### src/core/xcvr_map.svh
// offsets, field positions, reset values and timing counts of the
// transceiver mode-control block; included by bare name
`ifndef XCVR_MAP_SVH
`define XCVR_MAP_SVH

`define CLK_MHZ 100

// detection and hold times in ns
`define ACT_DET_NS 100
`define IDLE_DET_NS 200
`define GTS_HOLD_NS 50000

// least times, rounded up to whole cycles
`define ACT_DET_CYC ((`ACT_DET_NS * `CLK_MHZ + 999) / 1000)
`define IDLE_DET_CYC ((`IDLE_DET_NS * `CLK_MHZ + 999) / 1000)
`define GTS_HOLD_CYC ((`GTS_HOLD_NS * `CLK_MHZ + 999) / 1000)

// register byte offsets
`define REG_STATUS 4'h0
`define REG_CTRL 4'h4
`define REG_FLAG_CLR 4'h8

// control fields
`define CTRL_RESET 2'h0
`define CTRL_TX_INHIBIT 0
`define CTRL_DIAG_EN 1

// flag clear fields
`define CLR_ERROR 0
`define CLR_POWER_ON 1

// host pin defaults when undriven: only transmit gate pulls up
`define PIN_DEFAULT 5'h02

`define DIAG_BITS 4'h8

`endif

### src/core/xcvr_pkg.sv
// types shared by the transceiver mode-control files
// assumes nothing beyond a SystemVerilog compiler
package xcvr_pkg;

    typedef enum logic [4:0] {
        MODE_NORMAL = 5'h01,
        MODE_RECV_ONLY = 5'h02,
        MODE_STANDBY = 5'h04,
        MODE_GOTO_SLEEP = 5'h08,
        MODE_SLEEP = 5'h10
    } mode_t;

    typedef struct packed {
        logic xmit_data;
        logic enable;
        logic standby_select_low;
        logic transmit_gate_low;
        logic guardian_gate;
    } pins_t;

    typedef struct packed {
        logic above_act;
        logic above_high;
        logic below_low;
    } sense_t;

    typedef struct packed {
        logic io_low;
        logic battery_low;
        logic core_low;
    } supply_t;

endpackage : xcvr_pkg

### src/core/activity_detect.sv
// bus activity / idle detector on the synchronised activity comparator
// assumes synchronous inputs and an active-low reset already synchronised
`include "xcvr_map.svh"

module activity_detect (
    input wire logic clk_in,
    input wire logic rst_n_in,
    input wire logic run_in,
    input wire logic above_act_in,
    output logic active_out
);

    localparam logic [7:0] ACT_CYC = 8'(`ACT_DET_CYC);
    localparam logic [7:0] IDLE_CYC = 8'(`IDLE_DET_CYC);

    logic [7:0] cnt_ff;
    logic active_ff;

    // counts cycles the comparator disagrees with the current state
    always_ff @(posedge clk_in or negedge rst_n_in) begin
        if (!rst_n_in) begin
            cnt_ff <= 8'h00;
        end else if (!run_in || above_act_in == active_ff) begin
            cnt_ff <= 8'h00;
        end else if (cnt_ff != 8'hff) begin
            cnt_ff <= cnt_ff + 8'h01;
        end
    end

    always_ff @(posedge clk_in or negedge rst_n_in) begin
        if (!rst_n_in) begin
            active_ff <= 1'b0;
        end else if (!run_in) begin
            active_ff <= 1'b0;
        end else if (!active_ff && above_act_in
                     && cnt_ff + 8'h01 >= ACT_CYC) begin
            active_ff <= 1'b1;
        end else if (active_ff && !above_act_in
                     && cnt_ff + 8'h01 >= IDLE_CYC) begin
            active_ff <= 1'b0;
        end
    end

    assign active_out = active_ff;

endmodule : activity_detect

### src/core/xcvr_mode_ctrl.sv
// mode control and status logic of a differential bus node transceiver
// assumes analog comparators and supply detectors arrive as async levels
// Functional notes
// - Five modes: normal, receive-only, standby, go-to-sleep, sleep.
// - Standby-select and enable pins pick the mode: 11,10,00,01.
// - Mode follows pins unless an undervoltage overrides it.
// - Activity held long enough drives activity low, releases data.
// - After activity, data follows high and low thresholds.
// - Quiet bus long enough declares idle, activity and data high.
// - With supplies in range, fault output is low while error set.
// - Fault output also shifts out diagnostic bits to the host.
// - Standby-select rising sets wake; entering normal clears it.
// - Wake flag setting clears all three undervoltage flags.
// - Leaving go-to-sleep early follows pins, no sleep.
// - Go-to-sleep past hold limit enters sleep, clears wake.
// - Transmit gate high disables transmitter; pulls up undriven.
// - Guardian gate low disables transmitter unconditionally.
// - Data, enable, standby-select pull down when undriven.
// - Normal mode enabled: data high drives plus high, minus low.
// - Receive-only keeps transmitter off whatever the gates say.
// - Standby: activity and data low while wake set, else high.
// - Core undervoltage forces standby regardless of pins, from any mode but sleep.
//
// Local design decisions: the register offsets and the Wishbone register port.
`include "xcvr_map.svh"

module xcvr_mode_ctrl #(
    parameter int GTS_HOLD_CYC = `GTS_HOLD_CYC
) (
    // clock and reset
    input wire logic CLK_IN,
    input wire logic RST_N_IN,
    // host pins, with per-pin driven flags
    input wire logic XMIT_DATA_IN,
    input wire logic ENABLE_IN,
    input wire logic STANDBY_SELECT_LOW_IN,
    input wire logic TRANSMIT_GATE_LOW_IN,
    input wire logic GUARDIAN_GATE_IN,
    input wire logic [4:0] HOST_DRIVEN_IN,
    // bus comparators and line drivers
    input wire logic BUS_ABOVE_ACT_IN,
    input wire logic BUS_ABOVE_HIGH_IN,
    input wire logic BUS_BELOW_LOW_IN,
    output logic BUS_PLUS_OUT,
    output logic BUS_PLUS_OE_OUT,
    output logic BUS_MINUS_OUT,
    output logic BUS_MINUS_OE_OUT,
    // supply detectors and error source
    input wire logic IO_SUPPLY_LOW_IN,
    input wire logic BATTERY_LOW_IN,
    input wire logic CORE_SUPPLY_LOW_IN,
    input wire logic ERROR_DETECT_IN,
    // host status outputs
    output logic RECV_DATA_OUT,
    output logic BUS_ACTIVITY_LOW_OUT,
    output logic FAULT_INDICATOR_LOW_OUT,
    output logic REGULATOR_SWITCH_OUT,
    output logic REGULATOR_SWITCH_OE_OUT,
    // wishbone slave
    input wire logic WB_CYC_IN,
    input wire logic WB_STB_IN,
    input wire logic WB_WE_IN,
    input wire logic [3:0] WB_ADR_IN,
    input wire logic [3:0] WB_SEL_IN,
    input wire logic [31:0] WB_DAT_IN,
    output logic [31:0] WB_DAT_OUT,
    output logic WB_ACK_OUT
);

    localparam logic [15:0] HOLD_LIM = 16'(GTS_HOLD_CYC);

    logic [1:0] rst_sync_ff;
    logic rst_n;
    logic [11:0] meta_ff;
    logic [11:0] sync_ff;
    xcvr_pkg::pins_t pins_raw;
    xcvr_pkg::pins_t pins;
    xcvr_pkg::sense_t sense;
    xcvr_pkg::supply_t supply;
    logic error_det;
    logic prev_standby_select_low_ff;
    logic prev_en_ff;
    logic [1:0] applied_ff;
    xcvr_pkg::mode_t mode_ff;
    xcvr_pkg::mode_t nxt_mode;
    xcvr_pkg::mode_t pin_mode;
    logic [15:0] hold_ff;
    logic hold_done;
    logic wake_ff;
    logic wake_set;
    xcvr_pkg::supply_t uv_ff;
    logic error_ff;
    logic power_on_flag_ff;
    logic [1:0] ctrl_ff;
    logic normal_pwr;
    logic active;
    logic rxd_ff;
    logic tx_on;
    logic supply_ok;
    logic [3:0] diag_idx_ff;
    logic [7:0] diag_word_ff;
    logic [7:0] diag_snap;
    logic en_edge;
    logic bus_req;
    logic wr_req;
    logic [31:0] status_word;
    logic [31:0] rd_word;

    // reset release through two flops
    always_ff @(posedge CLK_IN or negedge RST_N_IN) begin
        if (!RST_N_IN) begin
            rst_sync_ff <= 2'h0;
        end else begin
            rst_sync_ff <= {rst_sync_ff[0], 1'b1};
        end
    end
    assign rst_n = rst_sync_ff[1];

    // undriven pins take their pull level
    assign pins_raw = {XMIT_DATA_IN, ENABLE_IN, STANDBY_SELECT_LOW_IN,
                       TRANSMIT_GATE_LOW_IN, GUARDIAN_GATE_IN};

    // two-flop synchronisers for every async level
    always_ff @(posedge CLK_IN or negedge rst_n) begin
        if (!rst_n) begin
            meta_ff <= {7'h00, `PIN_DEFAULT};
            sync_ff <= {7'h00, `PIN_DEFAULT};
        end else begin
            meta_ff <= {BUS_ABOVE_ACT_IN, BUS_ABOVE_HIGH_IN,
                        BUS_BELOW_LOW_IN, IO_SUPPLY_LOW_IN,
                        BATTERY_LOW_IN, CORE_SUPPLY_LOW_IN,
                        ERROR_DETECT_IN,
                        (pins_raw & HOST_DRIVEN_IN)
                        | (`PIN_DEFAULT & ~HOST_DRIVEN_IN)};
            sync_ff <= meta_ff;
        end
    end
    assign pins = sync_ff[4:0];
    assign error_det = sync_ff[5];
    assign supply = sync_ff[8:6];
    assign sense = sync_ff[11:9];

    always_ff @(posedge CLK_IN or negedge rst_n) begin
        if (!rst_n) begin
            prev_standby_select_low_ff <= 1'b0;
            prev_en_ff <= 1'b0;
        end else begin
            prev_standby_select_low_ff <= pins.standby_select_low;
            prev_en_ff <= pins.enable;
        end
    end
    assign wake_set = pins.standby_select_low & ~prev_standby_select_low_ff;
    assign en_edge = pins.enable ^ prev_en_ff;

    // pin decode of the requested mode
    always_comb begin
        unique case ({pins.standby_select_low, pins.enable})
            2'b11: pin_mode = xcvr_pkg::MODE_NORMAL;
            2'b10: pin_mode = xcvr_pkg::MODE_RECV_ONLY;
            2'b01: pin_mode = xcvr_pkg::MODE_GOTO_SLEEP;
            2'b00: pin_mode = xcvr_pkg::MODE_STANDBY;
        endcase
    end

    assign hold_done = hold_ff > HOLD_LIM;

    // next mode: undervoltage first, then hold expiry, then pins
    always_comb begin
        nxt_mode = mode_ff;
        if (uv_ff.io_low || uv_ff.battery_low) begin
            nxt_mode = xcvr_pkg::MODE_SLEEP;
        end else if (uv_ff.core_low
                     && mode_ff != xcvr_pkg::MODE_SLEEP) begin
            nxt_mode = xcvr_pkg::MODE_STANDBY;
        end else if (mode_ff == xcvr_pkg::MODE_GOTO_SLEEP
                     && hold_done) begin
            nxt_mode = xcvr_pkg::MODE_SLEEP;
        end else if ({pins.standby_select_low, pins.enable}
                     != applied_ff) begin
            if (mode_ff == xcvr_pkg::MODE_SLEEP
                && !pins.standby_select_low) begin
                nxt_mode = xcvr_pkg::MODE_SLEEP;
            end else begin
                nxt_mode = pin_mode;
            end
        end
    end

    // mode state register
    always_ff @(posedge CLK_IN or negedge rst_n) begin
        if (!rst_n) begin
            mode_ff <= xcvr_pkg::MODE_STANDBY;
        end else begin
            mode_ff <= nxt_mode;
        end
    end

    // last pin pair acted on; standby pair while overridden, so the
    // pins are applied again once a wake clears the flags
    always_ff @(posedge CLK_IN or negedge rst_n) begin
        if (!rst_n) begin
            applied_ff <= 2'b00;
        end else if (uv_ff.io_low || uv_ff.battery_low
                     || uv_ff.core_low) begin
            applied_ff <= 2'b00;
        end else begin
            applied_ff <= {pins.standby_select_low, pins.enable};
        end
    end

    // go-to-sleep hold timer, saturating
    always_ff @(posedge CLK_IN or negedge rst_n) begin
        if (!rst_n) begin
            hold_ff <= 16'h0000;
        end else if (mode_ff != xcvr_pkg::MODE_GOTO_SLEEP) begin
            hold_ff <= 16'h0000;
        end else if (hold_ff != 16'hffff) begin
            hold_ff <= hold_ff + 16'h0001;
        end
    end

    // wake flag
    always_ff @(posedge CLK_IN or negedge rst_n) begin
        if (!rst_n) begin
            wake_ff <= 1'b0;
        end else if (nxt_mode == xcvr_pkg::MODE_NORMAL) begin
            wake_ff <= 1'b0;
        end else if (wake_set) begin
            wake_ff <= 1'b1;
        end else if (mode_ff == xcvr_pkg::MODE_GOTO_SLEEP
                     && nxt_mode == xcvr_pkg::MODE_SLEEP) begin
            wake_ff <= 1'b0;
        end
    end

    // undervoltage flags: detection wins over the wake clear
    always_ff @(posedge CLK_IN or negedge rst_n) begin
        if (!rst_n) begin
            uv_ff <= 3'h0;
        end else begin
            uv_ff <= (uv_ff & {3{~wake_set}}) | supply;
        end
    end

    assign bus_req = WB_CYC_IN & WB_STB_IN & ~WB_ACK_OUT;
    assign wr_req = bus_req & WB_WE_IN & WB_SEL_IN[0];

    // error flag: sticky, software clear, set wins
    always_ff @(posedge CLK_IN or negedge rst_n) begin
        if (!rst_n) begin
            error_ff <= 1'b0;
        end else if (error_det) begin
            error_ff <= 1'b1;
        end else if (wr_req && WB_ADR_IN == `REG_FLAG_CLR
                     && WB_DAT_IN[`CLR_ERROR]) begin
            error_ff <= 1'b0;
        end
    end

    // power-on flag: set by reset, cleared on leaving normal
    always_ff @(posedge CLK_IN or negedge rst_n) begin
        if (!rst_n) begin
            power_on_flag_ff <= 1'b1;
        end else if (mode_ff == xcvr_pkg::MODE_NORMAL
                     && nxt_mode != xcvr_pkg::MODE_NORMAL) begin
            power_on_flag_ff <= 1'b0;
        end else if (wr_req && WB_ADR_IN == `REG_FLAG_CLR
                     && WB_DAT_IN[`CLR_POWER_ON]) begin
            power_on_flag_ff <= 1'b0;
        end
    end

    always_ff @(posedge CLK_IN or negedge rst_n) begin
        if (!rst_n) begin
            ctrl_ff <= `CTRL_RESET;
        end else if (wr_req && WB_ADR_IN == `REG_CTRL) begin
            ctrl_ff <= WB_DAT_IN[1:0];
        end
    end

    assign normal_pwr = mode_ff == xcvr_pkg::MODE_NORMAL
                        || mode_ff == xcvr_pkg::MODE_RECV_ONLY;

    activity_detect u_act (
        .clk_in(CLK_IN),
        .rst_n_in(rst_n),
        .run_in(normal_pwr),
        .above_act_in(sense.above_act),
        .active_out(active)
    );

    // receive data and activity outputs
    always_ff @(posedge CLK_IN or negedge rst_n) begin
        if (!rst_n) begin
            rxd_ff <= 1'b1;
            BUS_ACTIVITY_LOW_OUT <= 1'b1;
        end else if (!normal_pwr) begin
            rxd_ff <= ~wake_ff;
            BUS_ACTIVITY_LOW_OUT <= ~wake_ff;
        end else if (!active) begin
            rxd_ff <= 1'b1;
            BUS_ACTIVITY_LOW_OUT <= 1'b1;
        end else begin
            BUS_ACTIVITY_LOW_OUT <= 1'b0;
            if (sense.above_high) begin
                rxd_ff <= 1'b1;
            end else if (sense.below_low) begin
                rxd_ff <= 1'b0;
            end
        end
    end
    assign RECV_DATA_OUT = rxd_ff;

    // transmitter gating
    assign tx_on = mode_ff == xcvr_pkg::MODE_NORMAL
                   && pins.guardian_gate
                   && !pins.transmit_gate_low
                   && !ctrl_ff[`CTRL_TX_INHIBIT];

    always_ff @(posedge CLK_IN or negedge rst_n) begin
        if (!rst_n) begin
            BUS_PLUS_OUT <= 1'b0;
            BUS_MINUS_OUT <= 1'b0;
            BUS_PLUS_OE_OUT <= 1'b0;
            BUS_MINUS_OE_OUT <= 1'b0;
        end else begin
            BUS_PLUS_OUT <= pins.xmit_data;
            BUS_MINUS_OUT <= ~pins.xmit_data;
            BUS_PLUS_OE_OUT <= tx_on;
            BUS_MINUS_OE_OUT <= tx_on;
        end
    end

    // regulator switch high, floats in sleep
    always_ff @(posedge CLK_IN or negedge rst_n) begin
        if (!rst_n) begin
            REGULATOR_SWITCH_OUT <= 1'b1;
            REGULATOR_SWITCH_OE_OUT <= 1'b1;
        end else begin
            REGULATOR_SWITCH_OUT <= 1'b1;
            REGULATOR_SWITCH_OE_OUT <= mode_ff != xcvr_pkg::MODE_SLEEP;
        end
    end

    // serial diagnostic readout stepped by enable edges
    assign diag_snap = {uv_ff, power_on_flag_ff, wake_ff, error_ff, active,
                        tx_on};

    always_ff @(posedge CLK_IN or negedge rst_n) begin
        if (!rst_n) begin
            diag_idx_ff <= 4'h0;
            diag_word_ff <= 8'h00;
        end else if (!normal_pwr || !ctrl_ff[`CTRL_DIAG_EN]) begin
            diag_idx_ff <= 4'h0;
        end else if (en_edge) begin
            if (diag_idx_ff == 4'h0) begin
                diag_word_ff <= diag_snap;
            end
            if (diag_idx_ff == `DIAG_BITS) begin
                diag_idx_ff <= 4'h0;
            end else begin
                diag_idx_ff <= diag_idx_ff + 4'h1;
            end
        end
    end

    assign supply_ok = !supply.io_low
                       && (!supply.core_low || !supply.battery_low);

    always_ff @(posedge CLK_IN or negedge rst_n) begin
        if (!rst_n) begin
            FAULT_INDICATOR_LOW_OUT <= 1'b1;
        end else if (!supply_ok) begin
            FAULT_INDICATOR_LOW_OUT <= 1'b1;
        end else if (diag_idx_ff == 4'h0) begin
            FAULT_INDICATOR_LOW_OUT <= ~error_ff;
        end else begin
            FAULT_INDICATOR_LOW_OUT <=
                ~diag_word_ff[3'(diag_idx_ff - 4'h1)];
        end
    end

    // register read mux
    assign status_word = {19'h00000, tx_on, active, error_ff, uv_ff,
                          power_on_flag_ff, wake_ff, mode_ff};

    always_comb begin
        unique case (WB_ADR_IN)
            `REG_STATUS: rd_word = status_word;
            `REG_CTRL: rd_word = {30'h00000000, ctrl_ff};
            default: rd_word = 32'h00000000;
        endcase
    end

    // single-cycle wishbone answer
    always_ff @(posedge CLK_IN or negedge rst_n) begin
        if (!rst_n) begin
            WB_ACK_OUT <= 1'b0;
            WB_DAT_OUT <= 32'h00000000;
        end else begin
            WB_ACK_OUT <= bus_req;
            if (bus_req && !WB_WE_IN) begin
                WB_DAT_OUT <= rd_word;
            end
        end
    end

endmodule : xcvr_mode_ctrl

### config.mk
export PLATFORM = sky130hd
export DESIGN_NAME = xcvr_mode_ctrl
export DESIGN_NICKNAME = d
export VERILOG_FILES = /design/src/core/xcvr_pkg.sv /design/src/core/activity_detect.sv /design/src/core/xcvr_mode_ctrl.sv
export VERILOG_INCLUDE_DIRS = /design/src /design/src/core
export SDC_FILE = /design/constraint.sdc
export NUM_CORES = 1
export LEC_CHECK = 0
export BUFFER_PORTS_ARGS = -buffer_cell sky130_fd_sc_hd__buf_2
export CAP_MARGIN = 10
export CORE_UTILIZATION = 45
export CTS_CLUSTER_SIZE = 20
export DETAILED_ROUTE_END_ITERATION = 16
export PLACE_DENSITY = 0.69
export RECOVER_POWER = 100
export SLEW_MARGIN = 20
export SYNTH_ARGS = -nofsm -noshare
export SYNTH_HDL_FRONTEND = slang
export SYNTH_SLANG_ARGS = --single-unit
### constraint.sdc
create_clock -name CLK_IN -period 6.65 [get_ports CLK_IN]
set_clock_uncertainty 0.05 [all_clocks]
set_input_delay 1.33 -clock CLK_IN [delete_from_list [all_inputs] [get_ports CLK_IN]]
set_output_delay 1.33 -clock CLK_IN [all_outputs]
set_load 0.01 [all_outputs]
* Word-level counts from Yosys, hierarchy flattened
Index checks and enable logic that the tools add are counted.
** Cells by class
- Add/sub/neg operators :: 4
- Multiply operators :: 0
- Divide/modulo/power cells :: 0
- Order comparisons :: 4
- Eq/ne operators :: 21
- Shift operators :: 0
- Muxes and demuxes :: 35
- Bitwise logic cells :: 19
- Reduce and logical (&&, ||, !) cells :: 45
** Operators by type and width (count)
- $mux W16 :: 2
- $pmux W13 S2 :: 1
- $mux W5 :: 5
- $pmux W5 S4 :: 1
- $mux W1 :: 19
- $logic_and A1 B1 Y1 :: 18
- $add A16 B1 Y16 const B :: 1
- $gt A16 B13 Y1 const B :: 1
- $mux W8 :: 2
- $ne A16 B16 Y1 const B :: 1
- $mux W4 :: 3
- $logic_not A1 Y1 :: 11
- $eq A5 B1 Y1 const B :: 2
- $eq A5 B5 Y1 const B :: 2
- $reduce_bool A2 Y1 :: 5
- $add A8 B1 Y8 const B :: 1
- $eq A4 B4 Y1 const B :: 2
- $ge A8 B4 Y1 const B :: 1
- $ge A8 B5 Y1 const B :: 1
- $logic_not A4 Y1 :: 2
- $ne A8 B8 Y1 const B :: 1
- $not A1 Y1 :: 8
- $logic_or A1 B1 Y1 :: 6
- $and A1 B1 Y1 :: 5
- 26 further kinds :: 27
** Storage, ports and cells
- Flip-flop bits (word level) :: 120
- Bits in latches :: 0
- RAM bits :: 0
- ROM bits :: 0
- Input bits :: 62
- Output and inout bits :: 42
- Logic and storage cells :: 156
- Memories kept :: 0

* Depth between registers and ports, before layout
- Word-level depth :: 12
- Gate-level depth with buffers :: 7
- Depth with buffers taken out :: 7

* Hierarchy
Synthesis repeated with hierarchy kept, for this count alone.
** Second synthesis, totals
- Cells, all modules :: 420
- Area, all modules :: 4664.5 µm²
** Modules (own cells, without submodules)
- xcvr_mode_ctrl :: instances 1, cells an instance 351, area an instance 4047.6 µm², seq. area each 2312.2 µm²
- activity_detect :: instances 1, cells an instance 69, area an instance 616.8 µm², seq. area each 225.2 µm²

* Worst setup path before layout
No wires, ideal clock.
- Kind :: input to register
- From :: input WB_STB_IN
- To :: register WB_DAT_OUT[10]
- Setup time :: 0.066 ns
- Arrival :: 2.363 ns
- Data required time :: 6.534 ns
- Path slack :: 4.170 ns
- Stages :: 6
- Path buffers :: 2
- Path through :: and3b_1 > nand2b_1 > clkbuf_1 > nor3_1 > clkbuf_1 > a22o_1
** On the way
- Longest elaborated chain between the ends :: 3
** Ends and longest elaborated chain
- start: declaration :: line xcvr_mode_ctrl.sv:61 : input wire logic WB_STB_IN,
- $and A1 B1 Y1 (2 in a row) :: line xcvr_mode_ctrl.sv:245 : assign bus_req = WB_CYC_IN & WB_STB_IN & ~WB_ACK_OUT;
- $logic_and A1 B1 Y1 :: line xcvr_mode_ctrl.sv:402 : if (bus_req && !WB_WE_IN) begin
- end signal: assignment :: line xcvr_mode_ctrl.sv:403 : WB_DAT_OUT <= rd_word;
- end: declaration :: line xcvr_mode_ctrl.sv:66 : output logic [31:0] WB_DAT_OUT,
Every way passes these cells.
A chain may end at the register's enable or synchronous reset.

* Worst setup path after layout
- From :: register hold_ff[1]
- To :: register hold_ff[13]
** On the way
- Longest elaborated chain between the ends :: 3
- Elaborated cells on any way between the ends :: 5
- Classes of those cells :: add/sub: 1; eq/ne: 1; mux: 2; reduce/logical: 1
** Ends and longest elaborated chain
- start: declaration :: line xcvr_mode_ctrl.sv:87 : logic [15:0] hold_ff;
- start signal: assignment :: line xcvr_mode_ctrl.sv:218 : hold_ff <= hold_ff + 16'h0001;
- $add A16 B1 Y16 :: line xcvr_mode_ctrl.sv:218
- $mux W16 :: line xcvr_mode_ctrl.sv:217 : end else if (hold_ff != 16'hffff) begin
- $mux W16 :: line xcvr_mode_ctrl.sv:215 : end else if (mode_ff != xcvr_pkg::MODE_GOTO_SLEEP) begin
Several ways; a longest one is shown, not always the timed one. The select of a mux whose other input is x is not followed.

==> metrics.cfg <==
[timing]
finalSetupViolCount=0
final.setup.tns_ns=0
grt_setup_unrepaired=no
post-route-worst-setup-slack_ns=3.33
maxSlewViolCount=58
tightest_slew_ns=2.21
hold_viol=0
relSlewSlack=-0.484
fmax_ghz=0.301
min_period_over_period=0.500
fin_crit_ns=3.32

[worst_setup_path]
r2r_cells=6
path_max_fanout=14
critical_path_class=reg2reg
max_stage_delay_ns=1.80
r2r_slack_ns=3.33
worst_r2r_startpoint=hold_ff[1]$_DFFE_PN0P_
cp_slowest_cell=nor4_1
critPathArrivalTime_ns=3.49
required_ns=6.81
timing.rr.end=hold_ff[13]$_DFFE_PN0P_
cp-end-kind=flop
path_cells=ha_1, nand3_1, nor4_1, nor4b_1, xnor2_1, nor2_1
cp-startpoint=hold_ff[1]$_DFFE_PN0P_
worstSetupStartpointType=flop
endpoint=hold_ff[13]$_DFFE_PN0P_

[clocking]
clk_pin_slew_worst_paths_ns=0.10
cts_setup_buffers=0
cts_hold_buf=0
cts_tree=built
root_buffer=clkbuf_8
clk_latency_ns=0.36
numCtsBuffers=9
cts.sinks=101
cts_resized=0
cts_max_level=3
cts_buffer_depth=2

[pwr]
power.switching_mw=0.249
combPwrFrac=0.041
leakagePower_nw=2.21
cellPowerDensity_nw_per_um2=216
vdd.ir_drop.worst_v=0.0000992
swShare=0.224
p_int_mw=0.859
clockPowerShare=0.378
seqPwrFrac=0.581

[synth]
synth_edf_count=0
ys_seq_area_frac=0.541
synthFlopType=dfrtp_1
syn_area_um2=4690
synth_top_area_frac=0.496
yosysMostFrequentCell=dfrtp_1
synth_cells=423
synth_common_cells=dfrtp_1, nor2_1, a21oi_1, buf_4
synth_top_area_cell=dfrtp_1
ys_warn_count=0
yosys-top-cells-area=dfrtp_1, dfstp_2, xnor2_1
synth-async-reset-ratio=1.00
synth_cell_types=59
synth.avg_cell_area_um2=11.1
synth_seq_cells=101

[global_routing]
grt_max_degree=59
antenna_found_initial=0
gr-usage-all-layers=0.169
grt_overflow_total=0
grt_pass1_wl_um=14700
grt_pass1_vias=3083

[layout]
finish.instance_area_um2=5130
final_cells=606
drive_above_1_share=0.144
diodes=0
syn_to_final_growth_pct=9.37
nets=540

[floorplanning]
fp.coreArea_um2=9950
die_h_um=104
initial_core_util=0.471
die_area_um2=10800
row_count=36
dieWidth_um=104
io_pins=104

[detailed_routing]
ant_nets=0
routed_wl_um=8780
firstDrtPassIters=4
drc=0
drt-initial-drc-count=179
viasPerCell=5.37
routed-via-count=3257
wl_per_cell_um=14.5

[status]
status=finished with violations
violations=capacitance limit, slew limit

[run]
drv_cap=2

[hold_path]
hold_path.class=reg2reg

[placed_design]
dpl.hpwl_um=6200
dp_slack_ns=3.41
place.gp.congestion=0.820
dpl-instance-area_um2=4980
dpl.cell_count=591
io_buffers=50

==> worst max-delay path, delay by kind of cell, from the launching register on <==
family / cells / cell delay, ns
xor gates and xnor gates: 1 / 0.24
adders and majority gates: 1 / 0.21
DFF: 1 / 0.39
and+or+nand+nor: 4 / 2.27
==> metrics by stage <==
| stage | util | hold WS (ns) | power [mW] |
|---|---|---|---|
| 2_1_floorplan | - | 0.281 | 0.690 |
| 3_3_place_gp | 0.499 | 0.277 | 0.701 |
| 3_5_place_dp | 0.500 | 0.284 | 0.703 |
| 4_1_cts | 0.522 | 0.287 | 1.12 |
| 5_1_grt | 0.515 | 0.313 | 1.15 |
| 6_report | 0.515 | 0.298 | 1.11 |
==> registers in the layout (all words and copies together) (netlist names), 2 cells and up <==
name	count
WB_DAT_OUT	13
applied_ff	2
ctrl_ff	2
diag_idx_ff	4
diag_snap	3
diag_word_ff	8
hold_ff	16
meta_ff	12
mode_ff	5
rst_sync_ff	2
sync_ff	12
u_act.cnt_ff	8
==> layer usage <==
| layer | up-vias | GRT usage | routed length (um) |
|---|---|---|---|
| met4 | 0 | 0.0714 | 138 |
| met2 | 81 | 0.266 | 4100 |
| li1 | 1547 | - | - |
| met1 | 1617 | 0.228 | 4210 |
| met5 | - | 0 | 0 |
| met3 | 12 | 0.0332 | 331 |
==> layout make-up <==
cell class | count | area [um2]
Inverter | 14 | 52.6
Clock buffer | 10 | 128
Multi-Input combinational cell | 291 | 1920
Sequential cell | 101 | 2540
Fill cell | 929 | 4830
Timing Repair Buffer | 52 | 234
Clock inverter | 5 | 86.3
Tap cell | 133 | 166
==> worst min path at each step <==
stage                                         from  depth (start not counted)  slack [ns]                        to
after CTS                 rst_sync_ff[1]$_DFF_PN0_                          0        0.29    hold_ff[4]$_DFFE_PN0P_
after detailed placement  rst_sync_ff[1]$_DFF_PN0_                          0        0.28      meta_ff[2]$_DFF_PN0_
after global routing          meta_ff[0]$_DFF_PN0_                          0        0.31      sync_ff[0]$_DFF_PN0_
after global placement    rst_sync_ff[1]$_DFF_PN0_                          0        0.28      meta_ff[2]$_DFF_PN0_
final                         meta_ff[0]$_DFF_PN0_                          0        0.30      sync_ff[0]$_DFF_PN0_
after floorplan           rst_sync_ff[0]$_DFF_PN0_                          0        0.28  rst_sync_ff[1]$_DFF_PN0_
==> layout by cell type (no fill, tap or decap), drive strengths merged, types with 7 or more instances in the layout <==
master | Yosys | routed
dfrtp | 93 | 93
nor2 | 35 | 35
clkbuf | 8 | 33
buf | 28 | 29
a21oi | 21 | 21
conb | 2 | 21
nand2 | 19 | 19
xnor2 | 19 | 19
inv | 14 | 15
nor3 | 13 | 13
nand3 | 11 | 11
a22o | 11 | 11
mux2 | 10 | 10
o21ai | 9 | 9
ha | 9 | 9
nor2b | 8 | 8
dfstp | 8 | 8
nand4 | 7 | 7
nor4 | 7 | 7
mux2i | 7 | 7
and2 | 7 | 7
==> logic make-up after synthesis <==
| logic type | after synthesis | synth area share |
|---|---|---|
| AND/OR/NAND/NOR | 149 | 0.180 |
| flip-flops | 101 | 0.541 |
| AO/OA/AOI/OAI | 72 | 0.106 |
| buffers and inverters | 50 | 0.0590 |
| XOR/XNOR | 21 | 0.0392 |
| multiplexers | 19 | 0.0486 |
| adder cells (fa/ha/maj) | 9 | 0.0240 |
| other | 2 | 0.00160 |
==> power by group through the flow <==
stage               Combinational, mW  Sequential, mW  Clock (mW)
finish                         0.0457           0.643       0.418
global route                   0.0517           0.647       0.456
global placement               0.0459           0.655           0
CTS                            0.0474           0.644       0.430
detailed placement             0.0471           0.656           0
floorplan                      0.0328           0.657           0
Note: power is estimated with default switching activity, not from simulation.
